==> config.mk <==
export PLATFORM = sky130hd
export DESIGN_NAME = tfm_irq_top
export DESIGN_NICKNAME = d
export VERILOG_FILES = /design/src/verilog/tfm_pkg.sv /design/src/verilog/tfm_evt.sv /design/src/verilog/tfm_flags.sv /design/src/verilog/tfm_irq_top.sv
export VERILOG_INCLUDE_DIRS = /design/src /design/src/verilog
export SDC_FILE = /design/constraint.sdc
export NUM_CORES = 1
export LEC_CHECK = 0
export BUFFER_PORTS_ARGS = -buffer_cell sky130_fd_sc_hd__buf_4
export CAP_MARGIN = 20
export CORE_MARGIN = 3
export CORE_UTILIZATION = 40
export DETAILED_ROUTE_END_ITERATION = 10
export PLACE_DENSITY = 0.79
export SLEW_MARGIN = 10
export SYNTH_ARGS = -nofsm -noshare
export SYNTH_HDL_FRONTEND = slang
export SYNTH_HIERARCHICAL = 1
export SYNTH_SLANG_ARGS = --single-unit
==> constraint.sdc <==
create_clock -name aclk -period 2.22 [get_ports aclk]
set_input_delay 0.222 -clock aclk [delete_from_list [all_inputs] [get_ports aclk]]
set_output_delay 0.222 -clock aclk [all_outputs]
set_load 0.01 [all_outputs]
==> src/verilog/tfm_defines.svh <==
// Purpose: constants for the timer interrupt flag and mask block
// Assumes: index registers at byte address index*4 on a 32-bit bus
// Notes: flag and enable bytes share one bit layout
//
// Functional notes
// - unit-3 enable byte at index 0x71 holds capture bit 5, cmp B bit 2, cmp A bit 1, ovf bit 0.
// - an event is requested while its flag, its enable and the global enable are all set.
// - bits 7:6 and 4:3 of every enable and flag byte read as zero.
// - both flag bytes place capture at 5, cmp B at 2, cmp A at 1 and overflow at 0.
// - the capture flag sets on a capture event from the unit's capture pin.
// - in modes that use the capture register as top, the capture flag sets at top instead.
// - a compare flag sets in the timer clock cycle after the counter matched its compare value.
// - a forced compare strobe never sets a compare flag.
// - in normal and clear-on-compare modes overflow sets on counter wrap, else by mode.
// - a flag clears when the CPU takes its interrupt vector.
// - software clears a flag by writing a one to its bit.
// - unit-1 enable byte uses the same bit layout, also gated by the global enable.
`ifndef TFM_DEFINES_SVH
`define TFM_DEFINES_SVH
`define TFM_IDX_T1_EN 10'h06F
`define TFM_IDX_T3_EN 10'h071
`define TFM_IDX_T1_FL 10'h036
`define TFM_IDX_T3_FL 10'h038
`define TFM_BIT_CAP 5
`define TFM_BIT_CMPB 2
`define TFM_BIT_CMPA 1
`define TFM_BIT_OVF 0
`define TFM_RST_BYTE 8'h00
`define TFM_RST_EVT 4'h0
`define TFM_WGM_NORMAL 4'h0
`define TFM_WGM_CTC_OCR 4'h4
`define TFM_WGM_CTC_ICR 4'hC
`define TFM_RESP_OKAY 2'h0
`define TFM_RESP_SLVERR 2'h2
`endif

==> src/verilog/tfm_pkg.sv <==
// Purpose: types and shared helpers for the timer interrupt block
// Assumes: tfm_defines.svh on the include path
// Notes: event vector order is {capture, cmp B, cmp A, overflow}
`include "tfm_defines.svh"
package tfm_pkg;
  typedef logic [3:0] tfm_evt_t;
  typedef logic [11:0] tfm_addr_t;
  typedef enum logic [1:0] {TFM_OVF_WRAP, TFM_OVF_TOP, TFM_OVF_BOTTOM} tfm_ovf_src_e;
  typedef enum logic [2:0] {TFM_R_NONE, TFM_R_T1_EN, TFM_R_T3_EN, TFM_R_T1_FL, TFM_R_T3_FL}
    tfm_reg_e;

  // byte layout, same for both units and both register kinds
  function automatic logic [7:0] tfm_expand(input tfm_evt_t e);
    logic [7:0] b;
    b = `TFM_RST_BYTE;
    b[`TFM_BIT_CAP] = e[3];
    b[`TFM_BIT_CMPB] = e[2];
    b[`TFM_BIT_CMPA] = e[1];
    b[`TFM_BIT_OVF] = e[0];
    return b;
  endfunction

  function automatic tfm_evt_t tfm_compact(input logic [7:0] b);
    return {b[`TFM_BIT_CAP], b[`TFM_BIT_CMPB], b[`TFM_BIT_CMPA], b[`TFM_BIT_OVF]};
  endfunction

  function automatic logic tfm_icr_top(input logic [3:0] m);
    return (m == 4'h8) || (m == 4'hA) || (m == `TFM_WGM_CTC_ICR) || (m == 4'hE);
  endfunction

  function automatic tfm_ovf_src_e tfm_ovf_src(input logic [3:0] m);
    if (m == `TFM_WGM_NORMAL || m == `TFM_WGM_CTC_OCR || m == `TFM_WGM_CTC_ICR) begin
      return TFM_OVF_WRAP;
    end else if (m == 4'h5 || m == 4'h6 || m == 4'h7 || m == 4'hE || m == 4'hF) begin
      return TFM_OVF_TOP;
    end
    return TFM_OVF_BOTTOM;
  endfunction

  function automatic tfm_reg_e tfm_decode(input tfm_addr_t a);
    if (a[1:0] != 2'h0) begin
      return TFM_R_NONE;
    end
    unique case (a[11:2])
      `TFM_IDX_T1_EN: return TFM_R_T1_EN;
      `TFM_IDX_T3_EN: return TFM_R_T3_EN;
      `TFM_IDX_T1_FL: return TFM_R_T1_FL;
      `TFM_IDX_T3_FL: return TFM_R_T3_FL;
      default: return TFM_R_NONE;
    endcase
  endfunction
endpackage

==> src/verilog/tfm_evt.sv <==
// Purpose: turn one timer core's raw strobes into flag set pulses
// Assumes: strobes are one aclk wide and synchronous to aclk
// Notes: set pulses are registered: capture and overflow one aclk after their cause, compare one aclk after the next tick
`timescale 1ns/100ps
module tfm_evt (
  input wire logic aclk,
  input wire logic aresetn,
  input wire logic ce,
  input wire logic timer_tick,
  input wire logic [3:0] waveform_mode_bits,
  input wire logic capture_event,
  input wire logic counter_at_top,
  input wire logic counter_at_bottom,
  input wire logic overflow_event,
  input wire logic cmp_a_match,
  input wire logic cmp_b_match,
  output tfm_pkg::tfm_evt_t set_evt
);
  import tfm_pkg::*;

  logic [1:0] seen;
  logic [1:0] next_seen;
  tfm_evt_t next_set_evt;
  logic ovf_hit;

  always_comb begin
    next_seen = seen;
    next_set_evt = `TFM_RST_EVT;
    ovf_hit = 1'b0;
    // match noted on one timer tick, flag raised on the next one
    if (timer_tick) begin
      next_seen = {cmp_b_match, cmp_a_match};
      next_set_evt[2:1] = seen;
    end
    // force strobes never enter here, so they cannot raise a compare flag
    next_set_evt[3] = tfm_icr_top(waveform_mode_bits) ? counter_at_top
                                                       : capture_event;
    unique case (tfm_ovf_src(waveform_mode_bits))
      TFM_OVF_WRAP: ovf_hit = overflow_event;
      TFM_OVF_TOP: ovf_hit = counter_at_top;
      TFM_OVF_BOTTOM: ovf_hit = counter_at_bottom;
    endcase
    next_set_evt[0] = ovf_hit;
  end

  always_ff @(posedge aclk) begin
    if (!aresetn) begin
      seen <= 2'h0;
      set_evt <= `TFM_RST_EVT;
    end else if (ce) begin
      seen <= next_seen;
      set_evt <= next_set_evt;
    end
  end
endmodule

==> src/verilog/tfm_flags.sv <==
// Purpose: one unit's four sticky interrupt flags
// Assumes: set, write-one-clear and vector acks are one aclk pulses
// Notes: a set beats any clear arriving in the same cycle
`timescale 1ns/100ps
module tfm_flags (
  input wire logic aclk,
  input wire logic aresetn,
  input wire logic ce,
  input tfm_pkg::tfm_evt_t set_evt,
  input tfm_pkg::tfm_evt_t w1c,
  input tfm_pkg::tfm_evt_t vec_ack,
  output tfm_pkg::tfm_evt_t flags
);
  import tfm_pkg::*;

  tfm_evt_t next_flags;

  always_comb begin
    // zero bits in w1c leave the flag as it is
    next_flags = (flags & ~(w1c | vec_ack)) | set_evt;
  end

  always_ff @(posedge aclk) begin
    if (!aresetn) begin
      flags <= `TFM_RST_EVT;
    end else if (ce) begin
      flags <= next_flags;
    end
  end
endmodule

==> src/verilog/tfm_irq_top.sv <==
// Purpose: interrupt flags and enables for two 16-bit timer units
// Assumes: AXI4-Lite master, one write and one read in flight at most
// Notes: index 0 of internal arrays is unit 1, index 1 is unit 3
`timescale 1ns/100ps
module tfm_irq_top (
  input wire logic aclk,
  input wire logic aresetn,
  input wire logic ce,
  input wire logic global_irq_en,
  input wire logic t1_timer_tick,
  input wire logic [3:0] t1_waveform_mode_bits,
  input wire logic t1_capture_event,
  input wire logic t1_counter_at_top,
  input wire logic t1_counter_at_bottom,
  input wire logic t1_overflow_event,
  input wire logic t1_cmp_a_match,
  input wire logic t1_cmp_b_match,
  input wire logic t1_force_cmp_a,
  input wire logic t1_force_cmp_b,
  input wire logic [3:0] t1_vector_ack,
  input wire logic t3_timer_tick,
  input wire logic [3:0] t3_waveform_mode_bits,
  input wire logic t3_capture_event,
  input wire logic t3_counter_at_top,
  input wire logic t3_counter_at_bottom,
  input wire logic t3_overflow_event,
  input wire logic t3_cmp_a_match,
  input wire logic t3_cmp_b_match,
  input wire logic t3_force_cmp_a,
  input wire logic t3_force_cmp_b,
  input wire logic [3:0] t3_vector_ack,
  output tfm_pkg::tfm_evt_t t1_irq_req,
  output tfm_pkg::tfm_evt_t t3_irq_req,
  input wire logic awvalid,
  output logic awready,
  input tfm_pkg::tfm_addr_t awaddr,
  input wire logic [2:0] awprot,
  input wire logic wvalid,
  output logic wready,
  input wire logic [31:0] wdata,
  input wire logic [3:0] wstrb,
  output logic bvalid,
  input wire logic bready,
  output logic [1:0] bresp,
  input wire logic arvalid,
  output logic arready,
  input tfm_pkg::tfm_addr_t araddr,
  input wire logic [2:0] arprot,
  output logic rvalid,
  input wire logic rready,
  output logic [31:0] rdata,
  output logic [1:0] rresp
);
  import tfm_pkg::*;

  ////////////////////////////////////////////////////////////////////////
  // event qualification and flags

  tfm_evt_t set_evt [2];
  tfm_evt_t flags [2];
  tfm_evt_t w1c [2];
  tfm_evt_t en [2];

  tfm_evt tfm_evt_u1 (
    .aclk(aclk),
    .aresetn(aresetn),
    .ce(ce),
    .timer_tick(t1_timer_tick),
    .waveform_mode_bits(t1_waveform_mode_bits),
    .capture_event(t1_capture_event),
    .counter_at_top(t1_counter_at_top),
    .counter_at_bottom(t1_counter_at_bottom),
    .overflow_event(t1_overflow_event),
    .cmp_a_match(t1_cmp_a_match),
    .cmp_b_match(t1_cmp_b_match),
    .set_evt(set_evt[0])
  );

  tfm_evt tfm_evt_u3 (
    .aclk(aclk),
    .aresetn(aresetn),
    .ce(ce),
    .timer_tick(t3_timer_tick),
    .waveform_mode_bits(t3_waveform_mode_bits),
    .capture_event(t3_capture_event),
    .counter_at_top(t3_counter_at_top),
    .counter_at_bottom(t3_counter_at_bottom),
    .overflow_event(t3_overflow_event),
    .cmp_a_match(t3_cmp_a_match),
    .cmp_b_match(t3_cmp_b_match),
    .set_evt(set_evt[1])
  );

  tfm_flags tfm_flags_u1 (
    .aclk(aclk),
    .aresetn(aresetn),
    .ce(ce),
    .set_evt(set_evt[0]),
    .w1c(w1c[0]),
    .vec_ack(t1_vector_ack),
    .flags(flags[0])
  );

  tfm_flags tfm_flags_u3 (
    .aclk(aclk),
    .aresetn(aresetn),
    .ce(ce),
    .set_evt(set_evt[1]),
    .w1c(w1c[1]),
    .vec_ack(t3_vector_ack),
    .flags(flags[1])
  );

  ////////////////////////////////////////////////////////////////////////
  // AXI4-Lite write channel

  logic aw_held;
  logic w_held;
  tfm_addr_t aw_addr;
  logic [7:0] w_byte;
  logic w_lane0;
  logic wr_fire;
  tfm_reg_e wr_sel;
  logic next_aw_held;
  logic next_w_held;
  tfm_addr_t next_aw_addr;
  logic [7:0] next_w_byte;
  logic next_w_lane0;
  logic next_bvalid;
  logic [1:0] next_bresp;
  logic next_awready;
  logic next_wready;
  tfm_evt_t next_en [2];

  always_comb begin
    next_aw_held = aw_held;
    next_w_held = w_held;
    next_aw_addr = aw_addr;
    next_w_byte = w_byte;
    next_w_lane0 = w_lane0;
    next_bvalid = bvalid;
    next_bresp = bresp;
    next_en = en;
    w1c[0] = `TFM_RST_EVT;
    w1c[1] = `TFM_RST_EVT;
    wr_fire = aw_held && w_held && !bvalid;
    wr_sel = tfm_decode(aw_addr);
    if (awvalid && awready) begin
      next_aw_held = 1'b1;
      next_aw_addr = awaddr;
    end
    if (wvalid && wready) begin
      next_w_held = 1'b1;
      next_w_byte = wdata[7:0];
      next_w_lane0 = wstrb[0];
    end
    if (bvalid && bready) begin
      next_bvalid = 1'b0;
    end
    if (wr_fire) begin
      next_aw_held = 1'b0;
      next_w_held = 1'b0;
      next_bvalid = 1'b1;
      next_bresp = (wr_sel == TFM_R_NONE) ? `TFM_RESP_SLVERR : `TFM_RESP_OKAY;
      // only lane 0 carries register bits; other lanes are dropped
      if (w_lane0) begin
        unique case (wr_sel)
          TFM_R_T1_EN: next_en[0] = tfm_compact(w_byte);
          TFM_R_T3_EN: next_en[1] = tfm_compact(w_byte);
          TFM_R_T1_FL: w1c[0] = tfm_compact(w_byte);
          TFM_R_T3_FL: w1c[1] = tfm_compact(w_byte);
          TFM_R_NONE: ;
        endcase
      end
    end
    next_awready = !next_aw_held && !next_bvalid;
    next_wready = !next_w_held && !next_bvalid;
  end

  always_ff @(posedge aclk) begin
    if (!aresetn) begin
      aw_held <= 1'b0;
      w_held <= 1'b0;
      aw_addr <= '0;
      w_byte <= `TFM_RST_BYTE;
      w_lane0 <= 1'b0;
      bvalid <= 1'b0;
      bresp <= `TFM_RESP_OKAY;
      awready <= 1'b0;
      wready <= 1'b0;
      en[0] <= `TFM_RST_EVT;
      en[1] <= `TFM_RST_EVT;
    end else if (ce) begin
      aw_held <= next_aw_held;
      w_held <= next_w_held;
      aw_addr <= next_aw_addr;
      w_byte <= next_w_byte;
      w_lane0 <= next_w_lane0;
      bvalid <= next_bvalid;
      bresp <= next_bresp;
      awready <= next_awready;
      wready <= next_wready;
      en <= next_en;
    end
  end

  ////////////////////////////////////////////////////////////////////////
  // AXI4-Lite read channel and request outputs

  logic next_rvalid;
  logic next_arready;
  logic [31:0] next_rdata;
  logic [1:0] next_rresp;
  tfm_evt_t next_t1_req;
  tfm_evt_t next_t3_req;

  always_comb begin
    next_rvalid = rvalid;
    next_rdata = rdata;
    next_rresp = rresp;
    if (rvalid && rready) begin
      next_rvalid = 1'b0;
    end
    if (arvalid && arready) begin
      next_rvalid = 1'b1;
      next_rresp = `TFM_RESP_OKAY;
      next_rdata = '0;
      unique case (tfm_decode(araddr))
        TFM_R_T1_EN: next_rdata[7:0] = tfm_expand(en[0]);
        TFM_R_T3_EN: next_rdata[7:0] = tfm_expand(en[1]);
        TFM_R_T1_FL: next_rdata[7:0] = tfm_expand(flags[0]);
        TFM_R_T3_FL: next_rdata[7:0] = tfm_expand(flags[1]);
        TFM_R_NONE: next_rresp = `TFM_RESP_SLVERR;
      endcase
    end
    next_arready = !next_rvalid;
    // each enable only counts while the global enable is on
    next_t1_req = flags[0] & en[0] & {4{global_irq_en}};
    next_t3_req = flags[1] & en[1] & {4{global_irq_en}};
  end

  always_ff @(posedge aclk) begin
    if (!aresetn) begin
      rvalid <= 1'b0;
      arready <= 1'b0;
      rdata <= '0;
      rresp <= `TFM_RESP_OKAY;
      t1_irq_req <= `TFM_RST_EVT;
      t3_irq_req <= `TFM_RST_EVT;
    end else if (ce) begin
      rvalid <= next_rvalid;
      arready <= next_arready;
      rdata <= next_rdata;
      rresp <= next_rresp;
      t1_irq_req <= next_t1_req;
      t3_irq_req <= next_t3_req;
    end
  end
endmodule

# Word-level counts from Yosys, hierarchy flattened

Index checks and enable logic that the tools add are counted.

Input port bits: 109
Output and inout port bits: 49
Logic and storage cells: 162
Register bits: 74

Bitwise logic cells: 12
Muxes and demuxes: 41
Equal/unequal tests: 38
Reductions and logical operators: 48

Operators by type and width:

| kind                  | number |
|---|---|
| $eq A10 B6 Y1 const B | 4 |
| $eq A10 B7 Y1 const B | 4 |
| $eq A4 B4 Y1 const B  | 10 |
| $eq A4 B3 Y1 const B  | 8 |
| $and A4 B4 Y4         | 6 |
| $pmux W3 S4           | 2 |
| $pmux W6 S4           | 1 |
| $mux W2               | 10 |
| $logic_or A1 B1 Y1    | 18 |
| $mux W1               | 17 |
| $mux W8               | 2 |
| $or A4 B4 Y4          | 4 |
| $mux W3               | 5 |
| $eq A3 B2 Y1 const B  | 4 |
| $reduce_and A2 Y1     | 6 |
| $logic_and A1 B1 Y1   | 9 |
| $logic_not A4 Y1      | 2 |
| $mux W4               | 2 |
| $not A4 Y4            | 2 |
| $reduce_and A4 Y1     | 2 |
| $eq A3 B1 Y1 const B  | 2 |
| $eq A3 B3 Y1 const B  | 2 |
| $logic_not A3 Y1      | 2 |
| $pmux W1 S3           | 2 |
| other kinds (5)       | 13 |

# Longest topological paths before layout

Depth after elaboration: 11
Mapped depth: 7
Depth with buffers taken out: 7

# Hierarchy

Netlist, hierarchy kept.

Modules (own cells, without submodules):

| module      | instances | cells each | seq. area each (sq um) | area each (sq um) |
|---|---|---|---|---|
| tfm_irq_top | 1         | 285        | 920.9                  | 2443.6 |
| tfm_evt     | 2         | 34         | 120.1                  | 291.5 |
| tfm_flags   | 2         | 17         | 80.1                   | 190.2 |

# Worst setup path after synthesis

No wires, ideal clock.

Path type: register to register
Start point: reg aw_addr[2]
End point: reg en[7] (netlist name)
Library setup time: 0.128 ns
Required time: 2.092 ns
Path buffers: 0
Period minus slack after synthesis: 2.039 ns
Cell stages (with the launch flop): 6
Arrival time: 1.912 ns
Setup slack: 0.181 ns
Cells stage by stage: dfxtp_1 or4b_4 a2111oi_4 nor4b_4 mux2i_1 nor2_1

Cells in the longest elaborated chain, start to end: 5
Elaborated cells on any way between the ends: 8
Those cells by class: 5 x eq/ne; 2 x mux; 1 x reduce/logical

RTL lines:

| item                                           | line               | RTL |
|---|---|---|
| start, declared                                | tfm_irq_top.sv:119 | `tfm_addr_t aw_addr;` |
| start signal, assigned                         | tfm_irq_top.sv:196 | `aw_addr <= next_aw_addr;` |
| $eq A10 B6 Y1 or $eq A10 B7 Y1 (tied branches) | tfm_pkg.sv:44      | `unique case (a[11:2])` |
| $pmux W3 S4 (*)                                | tfm_pkg.sv:44      |  |
| $mux W3 (*)                                    | tfm_pkg.sv:44      |  |
| $eq A3 B1 Y1 (*)                               | tfm_irq_top.sv:167 | `unique case (wr_sel)` |
| $reduce_and A4 Y1 (no line) (*)                | --                 |  |
| end signal, assigned                           | tfm_irq_top.sv:203 | `en <= next_en;` |
| end, declared                                  | tfm_irq_top.sv:62  | `tfm_evt_t en [2];` |

Mark *: on every way between the ends. The rest lies on a longest branch, timed or not.
A chain may end at the register's enable or synchronous reset.

# Worst setup path in the final report

Start point: reg aw_addr[5]
End point: reg en[6] (netlist name)

The elaborated chain is that of the path after synthesis.

==> Flow_metrics.wiki <==
{| class="wikitable"
! Metric !! Value
|-
| Status || complete, no violations
|-
| Max Clock Skew || 0.00873 ns
|-
| Antenna-violating nets left || 0
|-
| Initial antenna violation count || 0
|-
| Kind of launch point of the worst setup path || register
|-
| Final HPWL DP || 6.45 mm
|-
| Number of fillers in the final layout || 766
|-
| Reg power frac || 47.5%
|-
| Post-detailed-route DRC marker count || 0
|-
| Max-cap check violation count || 0
|-
| Maximum number of pins on one net before global-route repair || 50
|-
| Distinct cell type count after synthesis || 51
|-
| Slew margin rel. || 64.5%
|-
| Hold violation total from the final report || 0
|-
| Initial detailed-routing violation count || 207
|-
| Max FO, Critical Path || 4
|-
| Count of input and output buffers || 86
|-
| Combined global-route utilization of all metal layers || 17.4%
|-
| Cell leakage power || 1.76 nW
|-
| Routed vias/inst || 5.24
|-
| Proportion of power drawn by the clock network || 41.4%
|-
| CTS tree || yes
|-
| Count of vias placed by the detailed router || 3085
|-
| Antenna diodes || 0
|-
| Number of nets in the final layout || 588
|-
| DP Cell Count || 570
|-
| Type of the tightest min-delay check || in -> reg
|-
| Number of iterations in the first detailed-routing pass || 4
|-
| Total power || 2.62 mW
|-
| Wire length of the first global-routing pass || 13.8 mm
|-
| Floorplan die height || 98.3 um
|-
| Average wire length per cell after detail routing || 14.6 um
|-
| RSZ-0062 raised after global routing || true
|-
| Worst supply voltage drop on vdd || 305 uV
|-
| Area growth from synthesis to final layout || 27.2%
|-
| Last weighted congestion value of the routability-driven placer || 0.811
|-
| Cell row count || 33
|-
| Average instance area after synthesis || 8.80 um2
|-
| Gate count after technology mapping || 387
|-
| Core outline area || 8260 um2
|-
| Worst path max stage delay || 0.54 ns
|-
| Width of the chip || 98.3 um
|-
| Crit path kind || reg -> reg
|-
| Data arrival time of the worst path || 2.42 ns
|-
| Commonest cells after routing, fill and taps aside || buf_4 (96), dfxtp_1 (62), nand2_1 (50)
|-
| Count of endpoints failing setup in the final report || 0
|-
| Setup slack after placement || -0.0362 ns
|-
| Data required, critical path || 2.44 ns
|-
| Switch Pwr || 0.613 mW
|-
| Period utilisation layout || 99.0%
|-
| Post-synthesis sequential element count || 66
|-
| Pint || 2.00 mW
|-
| Number of global-route vias before repair || 3029
|-
| Post-route setup slack || 0.0216 ns
|-
| CP max-delay cell || or4b_4
|-
| Initial Utilization || 41.3%
|-
| Post-synthesis sequential area ratio || 38.8%
|-
| Sequential cell area || 1330 um2
|-
| Worst path buffer plus inverter count || 1
|-
| Most used flip-flop cell after synthesis || dfxtp_1
|-
| Multi-input gate area || 1900 um2
|-
| Synthesized area || 3410 um2
|-
| Final cell count without fillers || 589
|-
| Library cell used as clock root buffer || clkbuf_8
|-
| Time the final worst path needs with I/O delays and setup || 2.20 ns
|-
| Cell Pwr Density || 604 nW/um2
|-
| Clock tree buffer depth || 2
|-
| Clock-pin slew on the worst setup and hold paths || 0.07 ns
|-
| Least-Margin Pin Slew || 0.532 ns
|-
| Setup tns final || 0 ns
|-
| Cells along the critical path || or4b_4, a2111oi_4, nor4b_4, buf_4, mux2i_1, nor2_1
|-
| Worst-Skew Late Latency || 0.34 ns
|-
| Gate family responsible for the most delay along the worst path || simple AND/OR/NAND/NOR gates
|-
| Sw Share || 23.4%
|-
| CTS Buf Count || 9
|-
| Max H-tree Level || 3
|-
| Power share of the combinational group || 11.1%
|-
| Most frequent standard cell in the layout excluding fill and tap cells || buf_4
|-
| Count of flip-flops with a built-in enable after synthesis || 0
|-
| Number of top-level pins || 158
|-
| Share of post-route cells with drive strength above 1 || 26.4%
|-
| Maximum clock rate || 455 MHz
|-
| Asr flop ratio synth || 0%
|-
| Wirelength, routed || 8.57 mm
|-
| Final Max Slew Viols || 0
|-
| Remaining global-route overflow || 0
|-
| Die area || 9660 um2
|-
| Synthesis Warnings || 6
|-
| CP endpoint kind || register
|-
| Total of hold buffers inserted after clock tree synthesis || 0
|-
| Clock Sinks || 66
|}
cells in the mapped netlist (3+ instances only):
master	instances	area [um2]
or4b_4	3	41.3
nand4b_1	4	35.0
a22o_1	4	35.0
buf_4	30	225
nor4bb_1	5	50.1
or4_1	4	30.0
a21boi_1	14	105
dfxtp_1	66	1320
clkbuf_1	12	45.0
a21oi_1	30	150
and2_1	8	50.1
nand2b_1	9	56.3
inv_1	7	26.3
and3_1	3	18.8
nor2_1	24	90.1
nand4_1	8	50.1
nor3_1	5	25.0
mux2i_1	23	230
nand2_1	50	188
o21ai_0	7	35.0
a22oi_1	7	52.6
nand3_1	14	70.1
or3b_1	8	70.1
per-stage QoR:
| stage | hold slack (ns) | util (%) | area, um2 |
|---|---|---|---|
| final | 0.117 | 52.5 | 4330 |
| after global placement | 0.445 | 49.2 | 4070 |
| after floorplan | 0.358 | - | 3520 |
| after global routing | 0.111 | 52.5 | 4330 |
| after CTS | 0.110 | 52.2 | 4310 |
| after detailed placement | 0.450 | 49.2 | 4070 |
timing repair:
item                       4_1_cts  5_1_grt
pin swaps                        0        2
gates resized for setup          2        5
buffers inserted                 2        1
setup endpoints to repair        7        8
sequential cells by signal, summed over array words and instances (netlist names), 2 cells and up:
| register | cells |
|---|---|
| tfm_flags_u3/flags | 4 |
| tfm_flags_u1/flags | 4 |
| rdata | 4 |
| t3_irq_req | 4 |
| t1_irq_req | 4 |
| tfm_evt_u1/set_evt | 4 |
| aw_addr | 12 |
| w_byte | 4 |
| tfm_evt_u1/seen | 2 |
| tfm_evt_u3/seen | 2 |
| tfm_evt_u3/set_evt | 4 |
| en | 8 |
final timing paths:
check | slack [ns] | from | to | cells past startpoint
worst max-delay path | 0.02 | aw_addr[5] | en[6] | 6
worst min-delay path | 0.12 | awaddr[6] | aw_addr[6] | 3
worst max register to register | 0.02 | aw_addr[5] | en[6] | 6
worst min register to register | 0.46 | tfm_evt_u3/seen[0] | tfm_evt_u3/seen[0] | 2
per-layer routing:
metal / global-route usage, % / share of wire [%]
met1: 21.1 / 43
met5: 0 / 0
met2: 29.3 / 49
met4: 7.46 / 2.7
met3: 4.21 / 5.7
tightest hold or removal path: cells and delay by family:
kind | cells | cell delay [ns]
simple gates | 1 | 0.04
compound gates | 1 | 0.05
buf+inv | 1 | 0.11
power groups by stage:
| stage | registers (mW) | logic [mW] | clock network [mW] |
|---|---|---|---|
| after global routing | 1.25 | 0.320 | 1.14 |
| after global placement | 1.27 | 0.281 | 0 |
| after floorplan | 1.26 | 0.179 | 0 |
| after CTS | 1.24 | 0.291 | 1.10 |
| final | 1.24 | 0.291 | 1.08 |
| after detailed placement | 1.27 | 0.290 | 0 |
kinds of logic after synthesis:
logic type	Yosys count	synth area share [%]
compound gates	84	18.1
flops	66	38.8
other cells	1	0.110
mux	23	6.76
simple gates	159	27.0
buf+inv	54	9.33
final cells by class:
class,instances,share of cell area [%]
well taps,105,3.03
flip-flops and latches,66,30.6
clock buffers,15,4.30
repair buffers,96,16.6
multi-input cells,296,43.9
clock inverters,1,0.693
inverters,10,0.866
(Power assumes the default switching activity.)
